### config.mk
export PLATFORM = sky130hd
export DESIGN_NAME = pxr_page_regs
export DESIGN_NICKNAME = d
export VERILOG_FILES = /design/src/pkg/pxr_pkg.sv /design/src/hw/pxr_page_regs.sv
export SDC_FILE = /design/constraint.sdc
export NUM_CORES = 1
export LEC_CHECK = 0
export BUFFER_PORTS_ARGS = -buffer_cell sky130_fd_sc_hd__buf_2
export CAP_MARGIN = 5
export CORE_UTILIZATION = 49
export CTS_BUF_LIST = sky130_fd_sc_hd__clkbuf_4
export CTS_CLUSTER_DIAMETER = 150
export DETAILED_ROUTE_END_ITERATION = 7
export PLACE_DENSITY = 0.8
export SETUP_SLACK_MARGIN = 0.2
export SYNTH_ARGS = -nofsm -noshare
export SYNTH_HDL_FRONTEND = slang
export SYNTH_SLANG_ARGS = --single-unit
export TNS_END_PERCENT = 1
### constraint.sdc
create_clock -name pclk -period 3.1 [get_ports pclk]
set_clock_uncertainty 0.05 [all_clocks]
set_input_delay 0.155 -clock pclk [delete_from_list [all_inputs] [get_ports pclk]]
set_output_delay 0.155 -clock pclk [all_outputs]
set_load 0.1 [all_outputs]
### src/pkg/pxr_pkg.sv
package pxr_pkg;
  // ---------------------------------------------------------------
  // register indices (byte address = 4 * index)
  // ---------------------------------------------------------------
  localparam logic [4:0] IDX_MAIN_LAST = 5'h0f;
  localparam logic [4:0] IDX_EXT_FIRST = 5'h10;
  localparam logic [4:0] IDX_RX_GOOD = 5'h12;
  localparam logic [4:0] IDX_XOVER = 5'h13;
  localparam logic [4:0] IDX_EXT_CTL3 = 5'h14;
  localparam logic [4:0] IDX_PAGE_SEL = 5'h1f;
  localparam int ADDR_LSB = 2;
  localparam int ADDR_MSB = 6;

  // ---------------------------------------------------------------
  // page select values
  // ---------------------------------------------------------------
  localparam logic [15:0] PAGE_MAIN = 16'h0000;
  localparam logic [15:0] PAGE_EXT1 = 16'h0001;
  localparam logic [15:0] PAGE_EXT2 = 16'h0002;
  localparam logic [15:0] PAGE_SEL_RST = 16'h0000;

  // ---------------------------------------------------------------
  // field positions
  // ---------------------------------------------------------------
  localparam int CNT_ACTIVE_BIT = 15;
  localparam int CNT_W = 14;
  localparam int XO_FLF_BIT = 4;
  localparam int XO_MDI_LSB = 2;
  localparam int XO_RSV_LSB = 0;
  localparam int C3_INT_LSB = 13;
  localparam int C3_DUR_LSB = 11;
  localparam int C3_NOPRE_BIT = 5;
  localparam int C3_CDS_BIT = 4;
  localparam int C3_DS_LSB = 2;
  localparam int C3_APPLY_BIT = 1;
  localparam int C3_LQ_BIT = 0;

  // ---------------------------------------------------------------
  // reset values
  // ---------------------------------------------------------------
  localparam logic [1:0] INTERVAL_DFLT = 2'h1;
  localparam logic [1:0] DURATION_DFLT = 2'h0;
  localparam logic [1:0] DS_ATTEMPT_RST = 2'h1;
  localparam logic [1:0] MDI_RST = 2'h0;
  localparam logic [1:0] XO_RSV_RST = 2'h0;

  // crossover modes
  localparam logic [1:0] MDI_AUTO = 2'h0;
  localparam logic [1:0] MDI_FORCE_MDI = 2'h2;
  localparam logic [1:0] MDI_FORCE_MDIX = 2'h3;
endpackage

### src/hw/pxr_page_regs.sv
`timescale 1ns/1ns
`default_nettype none
module pxr_page_regs (
  input wire logic pclk,
  input wire logic presetn,
  input wire logic psel,
  input wire logic penable,
  input wire logic pwrite,
  input wire logic [31:0] paddr,
  input wire logic [31:0] pwdata,
  input wire logic [3:0] pstrb,
  output logic [31:0] prdata,
  output logic pready,
  output logic pslverr,
  input wire logic lite_reset,
  input wire logic eeprom_present,
  input wire logic [1:0] eeprom_wake_interval_cfg,
  input wire logic [1:0] eeprom_wake_attempt_duration_cfg,
  input wire logic otp_configured,
  input wire logic [1:0] otp_wake_interval_cfg,
  input wire logic [1:0] otp_wake_attempt_duration_cfg,
  input wire logic cfg_load,
  input wire logic rx_good_packet,
  input wire logic downshift_required,
  input wire logic link_quality_good,
  input wire logic link_up_10m,
  output logic [15:0] page_select,
  output logic fast_link_fail_en,
  output logic [1:0] crossover_mode,
  output logic [1:0] wake_interval_cfg,
  output logic [1:0] wake_attempt_duration_cfg,
  output logic rx_no_preamble_en,
  output logic cable_downshift_en,
  output logic [1:0] downshift_attempts,
  output logic main_sel,
  output logic [4:0] main_index,
  output logic main_wr,
  output logic main_rd,
  output logic [15:0] main_wdata,
  input wire logic [15:0] main_rdata,
  output logic ext2_sel
);

  // ---------------------------------------------------------------
  // input synchronisers (the four status pins arrive from outside)
  // ---------------------------------------------------------------
  localparam int NSYNC = 4;
  logic [NSYNC-1:0] sync_a;
  logic [NSYNC-1:0] sync_b;
  wire [NSYNC-1:0] sync_in = {rx_good_packet, downshift_required, link_quality_good,
                              link_up_10m};
  always_ff @(posedge pclk or negedge presetn) begin
    if (!presetn) begin
      sync_a <= '0;
      sync_b <= '0;
    end else begin
      sync_a <= sync_in;
      sync_b <= sync_a;
    end
  end
  wire pkt_lvl = sync_b[3];
  wire ds_req = sync_b[2];
  wire lq_good = sync_b[1];
  wire link10 = sync_b[0];
  logic pkt_prev;
  wire pkt_evt = pkt_lvl & ~pkt_prev;

  // ---------------------------------------------------------------
  // bus decode
  // ---------------------------------------------------------------
  function automatic logic is_ext(input logic [4:0] idx);
    is_ext = (idx >= pxr_pkg::IDX_EXT_FIRST) && (idx != pxr_pkg::IDX_PAGE_SEL);
  endfunction

  wire [4:0] idx = paddr[pxr_pkg::ADDR_MSB:pxr_pkg::ADDR_LSB];
  wire addr_ok = (paddr[31:pxr_pkg::ADDR_MSB+1] == '0) && (paddr[1:0] == 2'h0);
  // reads take one wait state so prdata stands at the edge that ends them
  logic rd_wait;
  wire access = psel & penable & addr_ok;
  wire wr_en = access & pwrite & (pstrb[1:0] == 2'h3);
  wire rd_en = access & ~pwrite & ~rd_wait;
  wire pg1 = (page_select == pxr_pkg::PAGE_EXT1);
  wire pg2 = (page_select == pxr_pkg::PAGE_EXT2);
  wire hit_page = (idx == pxr_pkg::IDX_PAGE_SEL);
  wire ext_idx = is_ext(idx);
  wire hit_p1 = ext_idx & pg1;
  // main page for 0..15 always, 16..30 only on page zero or reserved codes
  wire to_main = ~hit_page & (~ext_idx | (~pg1 & ~pg2));
  wire hit_cnt = hit_p1 & (idx == pxr_pkg::IDX_RX_GOOD);
  wire hit_xo = hit_p1 & (idx == pxr_pkg::IDX_XOVER);
  wire hit_c3 = hit_p1 & (idx == pxr_pkg::IDX_EXT_CTL3);

  assign pready = ~penable | pwrite | rd_wait;
  assign pslverr = 1'b0;

  // second access cycle of a read; cleared once the read completes
  always_ff @(posedge pclk or negedge presetn) begin
    if (!presetn) begin
      rd_wait <= 1'b0;
    end else begin
      rd_wait <= psel & penable & ~pwrite & ~rd_wait;
    end
  end
  assign main_sel = psel & penable & addr_ok & to_main;
  assign main_index = idx;
  assign main_wr = wr_en & to_main;
  assign main_rd = rd_en & to_main;
  assign main_wdata = pwdata[15:0];
  // page 2 lives outside this bank; its accesses are flagged only
  assign ext2_sel = psel & penable & addr_ok & ext_idx & pg2;

  // ---------------------------------------------------------------
  // page select
  // ---------------------------------------------------------------
  always_ff @(posedge pclk or negedge presetn) begin
    if (!presetn) begin
      page_select <= pxr_pkg::PAGE_SEL_RST;
    end else if (wr_en & hit_page) begin
      page_select <= pwdata[15:0];
    end
  end

  // ---------------------------------------------------------------
  // good packet counter, clear on read; a packet on the read edge wins
  // ---------------------------------------------------------------
  logic [pxr_pkg::CNT_W-1:0] pkt_count;
  logic pkt_active;
  wire cnt_rd = rd_en & hit_cnt;
  wire [pxr_pkg::CNT_W-1:0] cnt_base = cnt_rd ? '0 : pkt_count;
  // saturates rather than wrapping so a slow reader never sees a small count
  wire cnt_full = &pkt_count;
  logic [pxr_pkg::CNT_W-1:0] next_pkt_count;
  always_comb begin
    next_pkt_count = cnt_base;
    if (pkt_evt && !(cnt_full && !cnt_rd)) begin
      next_pkt_count = cnt_base + 1'b1;
    end
  end
  always_ff @(posedge pclk or negedge presetn) begin
    if (!presetn) begin
      pkt_prev <= 1'b0;
      pkt_count <= '0;
      pkt_active <= 1'b0;
    end else begin
      pkt_prev <= pkt_lvl;
      pkt_count <= next_pkt_count;
      pkt_active <= pkt_evt | (pkt_active & ~cnt_rd);
    end
  end

  // ---------------------------------------------------------------
  // crossover control
  // ---------------------------------------------------------------
  logic [1:0] xo_rsv;
  always_ff @(posedge pclk or negedge presetn) begin
    if (!presetn) begin
      fast_link_fail_en <= 1'b0;
      crossover_mode <= pxr_pkg::MDI_RST;
      xo_rsv <= pxr_pkg::XO_RSV_RST;
    end else if (wr_en & hit_xo) begin
      fast_link_fail_en <= pwdata[pxr_pkg::XO_FLF_BIT];
      crossover_mode <= pwdata[pxr_pkg::XO_MDI_LSB +: 2];
      // held for read-back; the host is expected to write back what it read
      xo_rsv <= pwdata[pxr_pkg::XO_RSV_LSB +: 2];
    end
  end

  // ---------------------------------------------------------------
  // extended control 3 and the image defaults of the wake timers
  // ---------------------------------------------------------------
  logic [1:0] img_interval;
  logic [1:0] img_duration;
  wire [1:0] src_interval = eeprom_present ? eeprom_wake_interval_cfg :
                            otp_configured ? otp_wake_interval_cfg :
                            pxr_pkg::INTERVAL_DFLT;
  wire [1:0] src_duration = eeprom_present ? eeprom_wake_attempt_duration_cfg :
                            otp_configured ? otp_wake_attempt_duration_cfg :
                            pxr_pkg::DURATION_DFLT;
  wire c3_wr = wr_en & hit_c3;

  always_ff @(posedge pclk or negedge presetn) begin
    if (!presetn) begin
      img_interval <= pxr_pkg::INTERVAL_DFLT;
      img_duration <= pxr_pkg::DURATION_DFLT;
    end else if (cfg_load) begin
      img_interval <= src_interval;
      img_duration <= src_duration;
    end
  end

  // lite reset is synchronous and restores the last image, not the source
  always_ff @(posedge pclk or negedge presetn) begin
    if (!presetn) begin
      wake_interval_cfg <= pxr_pkg::INTERVAL_DFLT;
      wake_attempt_duration_cfg <= pxr_pkg::DURATION_DFLT;
      rx_no_preamble_en <= 1'b0;
      cable_downshift_en <= 1'b0;
      downshift_attempts <= pxr_pkg::DS_ATTEMPT_RST;
    end else if (cfg_load) begin
      wake_interval_cfg <= src_interval;
      wake_attempt_duration_cfg <= src_duration;
    end else if (lite_reset) begin
      wake_interval_cfg <= img_interval;
      wake_attempt_duration_cfg <= img_duration;
      rx_no_preamble_en <= 1'b0;
      cable_downshift_en <= 1'b0;
      downshift_attempts <= pxr_pkg::DS_ATTEMPT_RST;
    end else if (c3_wr) begin
      wake_interval_cfg <= pwdata[pxr_pkg::C3_INT_LSB +: 2];
      wake_attempt_duration_cfg <= pwdata[pxr_pkg::C3_DUR_LSB +: 2];
      rx_no_preamble_en <= pwdata[pxr_pkg::C3_NOPRE_BIT];
      cable_downshift_en <= pwdata[pxr_pkg::C3_CDS_BIT];
      downshift_attempts <= pwdata[pxr_pkg::C3_DS_LSB +: 2];
    end
  end

  // ---------------------------------------------------------------
  // read mux
  // ---------------------------------------------------------------
  wire [15:0] rd_cnt = {pkt_active, 1'b0, pkt_count};
  wire [15:0] rd_xo = {11'h000, fast_link_fail_en, crossover_mode, xo_rsv};
  wire [15:0] rd_c3 = {1'b0, wake_interval_cfg, wake_attempt_duration_cfg, 5'h00,
                       rx_no_preamble_en, cable_downshift_en, downshift_attempts,
                       ds_req,
                       lq_good | link10};
  wire [15:0] rd_val = hit_page ? page_select :
                       to_main ? main_rdata :
                       hit_cnt ? rd_cnt :
                       hit_xo ? rd_xo :
                       hit_c3 ? rd_c3 : 16'h0000;

  always_ff @(posedge pclk or negedge presetn) begin
    if (!presetn) begin
      prdata <= 32'h0000_0000;
    end else if (psel & ~penable & ~pwrite) begin
      prdata <= 32'h0000_0000;
    end else if (rd_en) begin
      prdata <= {16'h0000, rd_val};
    end
  end

endmodule // pxr_page_regs
`default_nettype wire

==> results of run 1 <==
==> final timing paths <==
path                       cells after the start      startpoint                     to
min reg2reg                                    0       sync_a[2]              sync_b[2]
max in group asynchronous                      3         presetn  downshift_attempts[0]
max                                           10  page_select[1]          pkt_count[10]
max reg2reg                                   10  page_select[1]          pkt_count[10]
min in group asynchronous                      2         presetn               pkt_prev
min                                            3   main_rdata[7]              prdata[7]
==> critical path: stages, from the launching register on <==
cell and delay [ps]:
dfrtp_1 530, nor4b_4 380, nor4bb_2 370, nand4_1 270, and2_1 260, ha_1 220
and3b_1 230, nand4_1 110, nor3_1 60, xnor2_1 160, nor2_1 60
==> routing by layer <==
layer	GRT usage	vias up	share of wire
met5	0	-	0
met4	0.1119	0	0.024
met3	0.05845	31	0.077
met2	0.4774	223	0.49
met1	0.3520	1916	0.41
li1	-	1830	-
==> where the power goes <==
part / switching [W] / total (W) / internal, W
Sequential: 0.0000857 / 0.00111 / 0.00103
Clock: 0.000350 / 0.000585 / 0.000235
Combinational: 0.000423 / 0.000590 / 0.000166
==> state kept, by name, summed over array words and instances (netlist names), 4 cells and up <==
register / count
page_select: 16
prdata: 16
pkt_count: 14
sync_a: 4
sync_b: 4
==> logic make-up (layout without fill, tap and decap cells) <==
family,after synthesis,in the layout
AO/OA/AOI/OAI,86,86
XOR/XNOR,11,11
adder cells (fa/ha/maj),1,1
buffers and inverters,74,220
flip-flops,74,74
multiplexers,22,22
other,1,17
AND/OR/NAND/NOR,159,159
==> cell type report <==
| type | count | share of cell area |
|---|---|---|
| clock buffers | 9 | 0.01260 |
| clock inverters | 7 | 0.01120 |
| inverters | 7 | 0.004901 |
| multi-input cells | 296 | 0.3806 |
| flip-flops and latches | 74 | 0.3463 |
| well taps | 105 | 0.02450 |
| repair buffers | 197 | 0.2198 |
==> Yosys cell counts (9+ instances only) <==
master and n:
a21oi_1 11, o21ai_0 16, buf_2 9, a221oi_1 11, nand2_1 41, dfrtp_1 71
buf_4 46, o22ai_1 11, xnor2_1 11, mux2_2 20, and3_1 9, nand3_1 9
nor3_1 10, nor2_1 23
==> through the flow <==
stage	worst slack (ps)	hold slack, ps	total power (W)	std cells
floorplan	-44.74	-190.6	0.001556	444
global placement	443.9	128.5	0.001657	645
detailed placement	228.5	128.3	0.001677	645
CTS	201.0	0.6262	0.002285	695
global route	102.0	24.45	0.002386	695
finish	288.9	4.497	0.002287	695
==> repair_timing <==
action | CTS | global route
gates resized for setup | 1 | 3
setup endpoints to repair | 1 | 6
hold endpoints to repair | 63 | 0
hold buffers | 34 | 0
pin swaps | 0 | 0
==> flow_summary_export.csv, run 1 <==
group,metric,value,unit
floorplan,fp.coreArea,8382,um^2
global_route,grt_pass1_vias,3882,
timing,fmaxAchievable,355.7,MHz
routing,totalWireLength,12300,um
worst_setup_path,cp-end-kind,"flip-flop",
timing,rsz0062_at_grt,"yes",
logic_synthesis,syn-cell-area,4310,um^2
worst_setup_path,cp_max_fo,9,
routing,drc,0,
power_and_ir_drop,peakVddDrop,0.2796,mV
routing,drt_iter0_markers,350,
clock_network,cts-root-buf,"clkbuf_4",
floorplan,row_count,33,
floorplan,start_util,0.5143,
logic_synthesis,synth-seq-area-share,0.4305,
global_route,grt_max_degree,31,
clock_network,postCtsSetupBuffers,0,
cells_and_area,drive_gt1_frac,0.3729,
floorplan,io_pins,191,
timing,final-max-slew-violation-count,0,
worst_setup_path,rrSetupSlack,290,ps
logic_synthesis,synthAdderAreaFrac,0.002903,
cells_and_area,antenna-diode-count,0,
placement,hpwl,8928,um
logic_synthesis,synth.avg_cell_area,10.07,um^2
worst_setup_path,critPathLaunchType,"flip-flop",
cells_and_area,layout.nets,691,
clock_network,cts_buffers,9,
floorplan,die_area,9176,um^2
global_route,gr-total-overflow,0,
floorplan,die_x,95.79,um
global_route,grt_use_total,0.2818,
worst_setup_path,crit_required,3370,ps
logic_synthesis,synthSimpleGateAreaFrac,0.2296,
status,status,"finished clean",
routing,via_count,4000,
power_and_ir_drop,cellLeakagePower,2.650,nW
clock_network,max-clock-path-buffers,2,
routing,avgRoutedWirePerCell,17.70,um
power_and_ir_drop,powerDensity,426.7,nW/um^2
logic_synthesis,synth_compound_area_frac,0.1402,
cells_and_area,regArea,1857,um^2
clock_network,clk_latency,430,ps
clock_network,clk_pin_slew,120,ps
logic_synthesis,synth_top_family_by_area,"simple AND/OR/NAND/NOR gates",
cells_and_area,final_common_cell,"buf_2",
logic_synthesis,ys_async_sr_fraction,1.000,
placement,numPortBuffers,155,
cells_and_area,areaGrowthSynthToFinish,24.38,%
routing,drtPass1Iterations,5,
floorplan,die_h,95.79,um
worst_hold_path,min_path_type,"input pin to flip-flop",
cells_and_area,design_area,5361,um^2
timing,tightestPinTransition,720.7,ps
cells_and_area,multiInputGateArea,2041,um^2
run,drv_cap,0,
routing,final_antenna_net_count,0,
routing,detail_route.vias_per_cell,5.755,
timing,setup-tns-final,0,ps
logic_synthesis,syn_inst,428,
logic_synthesis,synth_top_area_frac,0.4122,
clock_network,cts_tree,"built",
placement,gp_congestion,0.8658,
timing,setup_viol,0,
timing,finalHoldViolations,0,
timing,maxSlewHeadroom,0.5195,
cells_and_area,fin_util,0.6396,
worst_setup_path,critPathArrivalTime,3080,ps
global_route,antenna_found_initial,0,
logic_synthesis,yosysTopAreaCell,"dfrtp_1",
cells_and_area,fillerInstances,680,
timing,finalCritPeriodShare,0.9068,
logic_synthesis,synth_area_leaders,"dfrtp_1 (41%), buf_4 (8.0%), mux2_2 (5.2%)",
timing,finalCriticalPeriod,2811,ps
clock_network,cts.sinks,74,
logic_synthesis,synth_ff_type,"dfrtp_1",
clock_network,h-tree-depth,3,
logic_synthesis,ys.warnings.count,0,
logic_synthesis,muxShareOfSynthArea,0.05835,
logic_synthesis,synth_edf_count,0,
logic_synthesis,ys_seq_elements,74,
logic_synthesis,post_synth_xor_area_fraction,0.02235,
worst_setup_path,crit_type,"flip-flop to flip-flop",
cells_and_area,layout_common_cells,"buf_2 (154), dfrtp_1 (70), nand2_1 (41)",
global_route,grt_pass1_wl,19280,um
logic_synthesis,synth_cell_type_count,64,
placement,dpl-instance-area,4882,um^2
Power figures use the tool's default switching activity.
==> run 2, diff against run 1 <==
--- a/config.mk
+++ b/config.mk
@@ -7,12 +7,11 @@
 export LEC_CHECK = 0
 export BUFFER_PORTS_ARGS = -buffer_cell sky130_fd_sc_hd__buf_2
 export CAP_MARGIN = 5
-export CORE_UTILIZATION = 49
+export CORE_UTILIZATION = 25
 export CTS_BUF_LIST = sky130_fd_sc_hd__clkbuf_4
 export CTS_CLUSTER_DIAMETER = 150
 export DETAILED_ROUTE_END_ITERATION = 7
-export PLACE_DENSITY = 0.8
-export SETUP_SLACK_MARGIN = 0.2
+export PLACE_DENSITY = 0.45
 export SYNTH_ARGS = -nofsm -noshare
 export SYNTH_HDL_FRONTEND = slang
 export SYNTH_SLANG_ARGS = --single-unit
==> flow_summary_export.csv, run 2 (synthesis gave the netlist of run 1 again) <==
group,metric,value,unit
status,status,"finished clean",
clock_network,clk_pin_slew,140,ps
timing,setup_viol,0,
global_route,grt_use_total,0.1628,
power_and_ir_drop,powerDensity,430.7,nW/um^2
clock_network,max-clock-path-buffers,2,
routing,via_count,3857,
floorplan,die_h,133.3,um
timing,tightestPinTransition,1022,ps
clock_network,cts.sinks,74,
worst_hold_path,hold_depth,2,
routing,drtPass1Iterations,4,
routing,avgRoutedWirePerCell,17.10,um
worst_setup_path,cp-end-kind,"primary output",
cells_and_area,final_common_cell,"buf_2",
worst_setup_path,startpoint,"page_select[5]",
timing,finalCriticalPeriod,2810,ps
worst_setup_path,crit_path_top_delay_cell,"dfrtp_1",
routing,totalWireLength,13970,um
global_route,grt_max_degree,75,
placement,gp_congestion,0.8233,
global_route,grt_pass1_vias,3860,
worst_hold_path,hold_path_startpoint,"pwdata[2]",
routing,final_antenna_net_count,0,
cells_and_area,fin_util,0.3353,
run,drv_cap,0,
worst_setup_path,crit_type,"flip-flop to primary output",
floorplan,fp.coreArea,16700,um^2
timing,final-max-slew-violation-count,0,
clock_network,cts_tree,"built",
worst_setup_path,r2r-start,"page_select[5]",
cells_and_area,areaGrowthSynthToFinish,29.93,%
floorplan,io_pins,191,
cells_and_area,antenna-diode-count,0,
power_and_ir_drop,peakVddDrop,0.1560,mV
clock_network,clk_latency,460,ps
worst_hold_path,min_path_type,"input pin to flip-flop",
worst_setup_path,crit_cells,6,
worst_setup_path,critPathLaunchType,"flip-flop",
cells_and_area,layout_common_cells,"buf_2 (154), dfrtp_1 (71), dlygate4sd3_1 (42)",
floorplan,die_area,17770,um^2
global_route,antenna_found_initial,0,
floorplan,row_count,47,
routing,drt_iter0_markers,212,
cells_and_area,reg_top3,"page_select (16), prdata (16), pkt_count (14)",
placement,numPortBuffers,155,
worst_setup_path,critPathArrivalTime,2610,ps
timing,fmaxAchievable,355.9,MHz
worst_setup_path,worstPathCellList,"nor4_2 > and4_2 > and2_1 > inv_1 > nor4b_4 > buf_2",
clock_network,ctsResizeCount,0,
worst_setup_path,crit_required,2890,ps
cells_and_area,drive_gt1_frac,0.3668,
floorplan,die_x,133.3,um
global_route,gr-total-overflow,0,
placement,hpwl,10530,um
clock_network,cts-root-buf,"clkbuf_4",
worst_setup_path,r2r-end,"pkt_count[12]",
global_route,grt_pass1_wl,21890,um
routing,detail_route.vias_per_cell,4.721,
worst_setup_path,path_delay_family,"simple AND/OR/NAND/NOR gates",
worst_setup_path,rrSetupSlack,310,ps
power_and_ir_drop,cellLeakagePower,2.708,nW
floorplan,start_util,0.2581,
worst_setup_path,cp_max_fo,5,
worst_setup_path,reg2reg_depth,10,
timing,setup-tns-final,0,ps
cells_and_area,fin_cells,817,
cells_and_area,layout.nets,698,
worst_setup_path,critical_path_buf_inv_count,2,
timing,finalHoldViolations,0,
worst_setup_path,critPathMaxStageDelay,460,ps
clock_network,h-tree-depth,3,
timing,rsz0062_at_grt,"no",
clock_network,cts_buffers,9,
placement,dp.cells,759,
timing,maxSlewHeadroom,0.3186,
timing,finalCritPeriodShare,0.9065,
worst_setup_path,endpoint,"ext2_sel",
routing,drc,0,
run 2: cell count changes in the layout (fill, tap and decap cells not counted), moves of 2 or more:
cell | before | now
dlygate4sd3_1 | 34 | 42
clkinv_1 | 4 | 1
clkinv_2 | 0 | 2
clkinvlp_4 | 2 | 0
run 2: how the worst min path moves through the flow:
stage,to,slack [ps]
5_1_grt,page_select[2],10
2_1_floorplan,cable_downshift_en,-190
3_5_place_dp,sync_a[0],220
6_report,page_select[2],9
3_3_place_gp,sync_a[0],220
4_1_cts,page_select[2],2
run 2: area by class of cell:
cell class	count	area (um^2)
Fill cell	1762	11100
Multi-Input combinational cell	296	2033
Sequential cell	74	1856
Timing Repair Buffer	204	1251
Tap cell	220	275.3
Clock inverter	7	91.34
Clock buffer	9	67.56
Inverter	7	26.28
run 2: power by group:
group / internal, W / leakage (nW) / switching [W] / total, W
combinational: 0.000171 / 1.67 / 0.000430 / 0.000601
clock: 0.000325 / 0.0877 / 0.000383 / 0.000709
sequential: 0.00103 / 0.946 / 0.0000750 / 0.00110
total: 0.00152 / 2.71 / 0.000889 / 0.00241
run 2: routing by layer:
metal  global-route usage  wire, um
met1               0.2131      6235
met2               0.2645      6812
met3              0.03957       714
met4              0.04924       207
met5                    0         0
run 2: repair_timing:
action	in CTS	in global routing
setup buffers	0	0
hold buffers	42	0
endpoints found under the hold margin	116	0
run 2: through the flow:
| stage | hold WS, ps | power (W) | setup slack, ps | area, um^2 |
|---|---|---|---|---|
| finish | 8.853 | 0.002412 | 289.9 | 5600 |
| global route | 14.82 | 0.002534 | 139.1 | 5600 |
| CTS | 2.421 | 0.002439 | 260.4 | 5600 |
| detailed placement | 216.8 | 0.001682 | 358.0 | 5021 |
| global placement | 217.0 | 0.001675 | 409.5 | 5021 |
| floorplan | -190.6 | 0.001556 | -44.74 | 4385 |
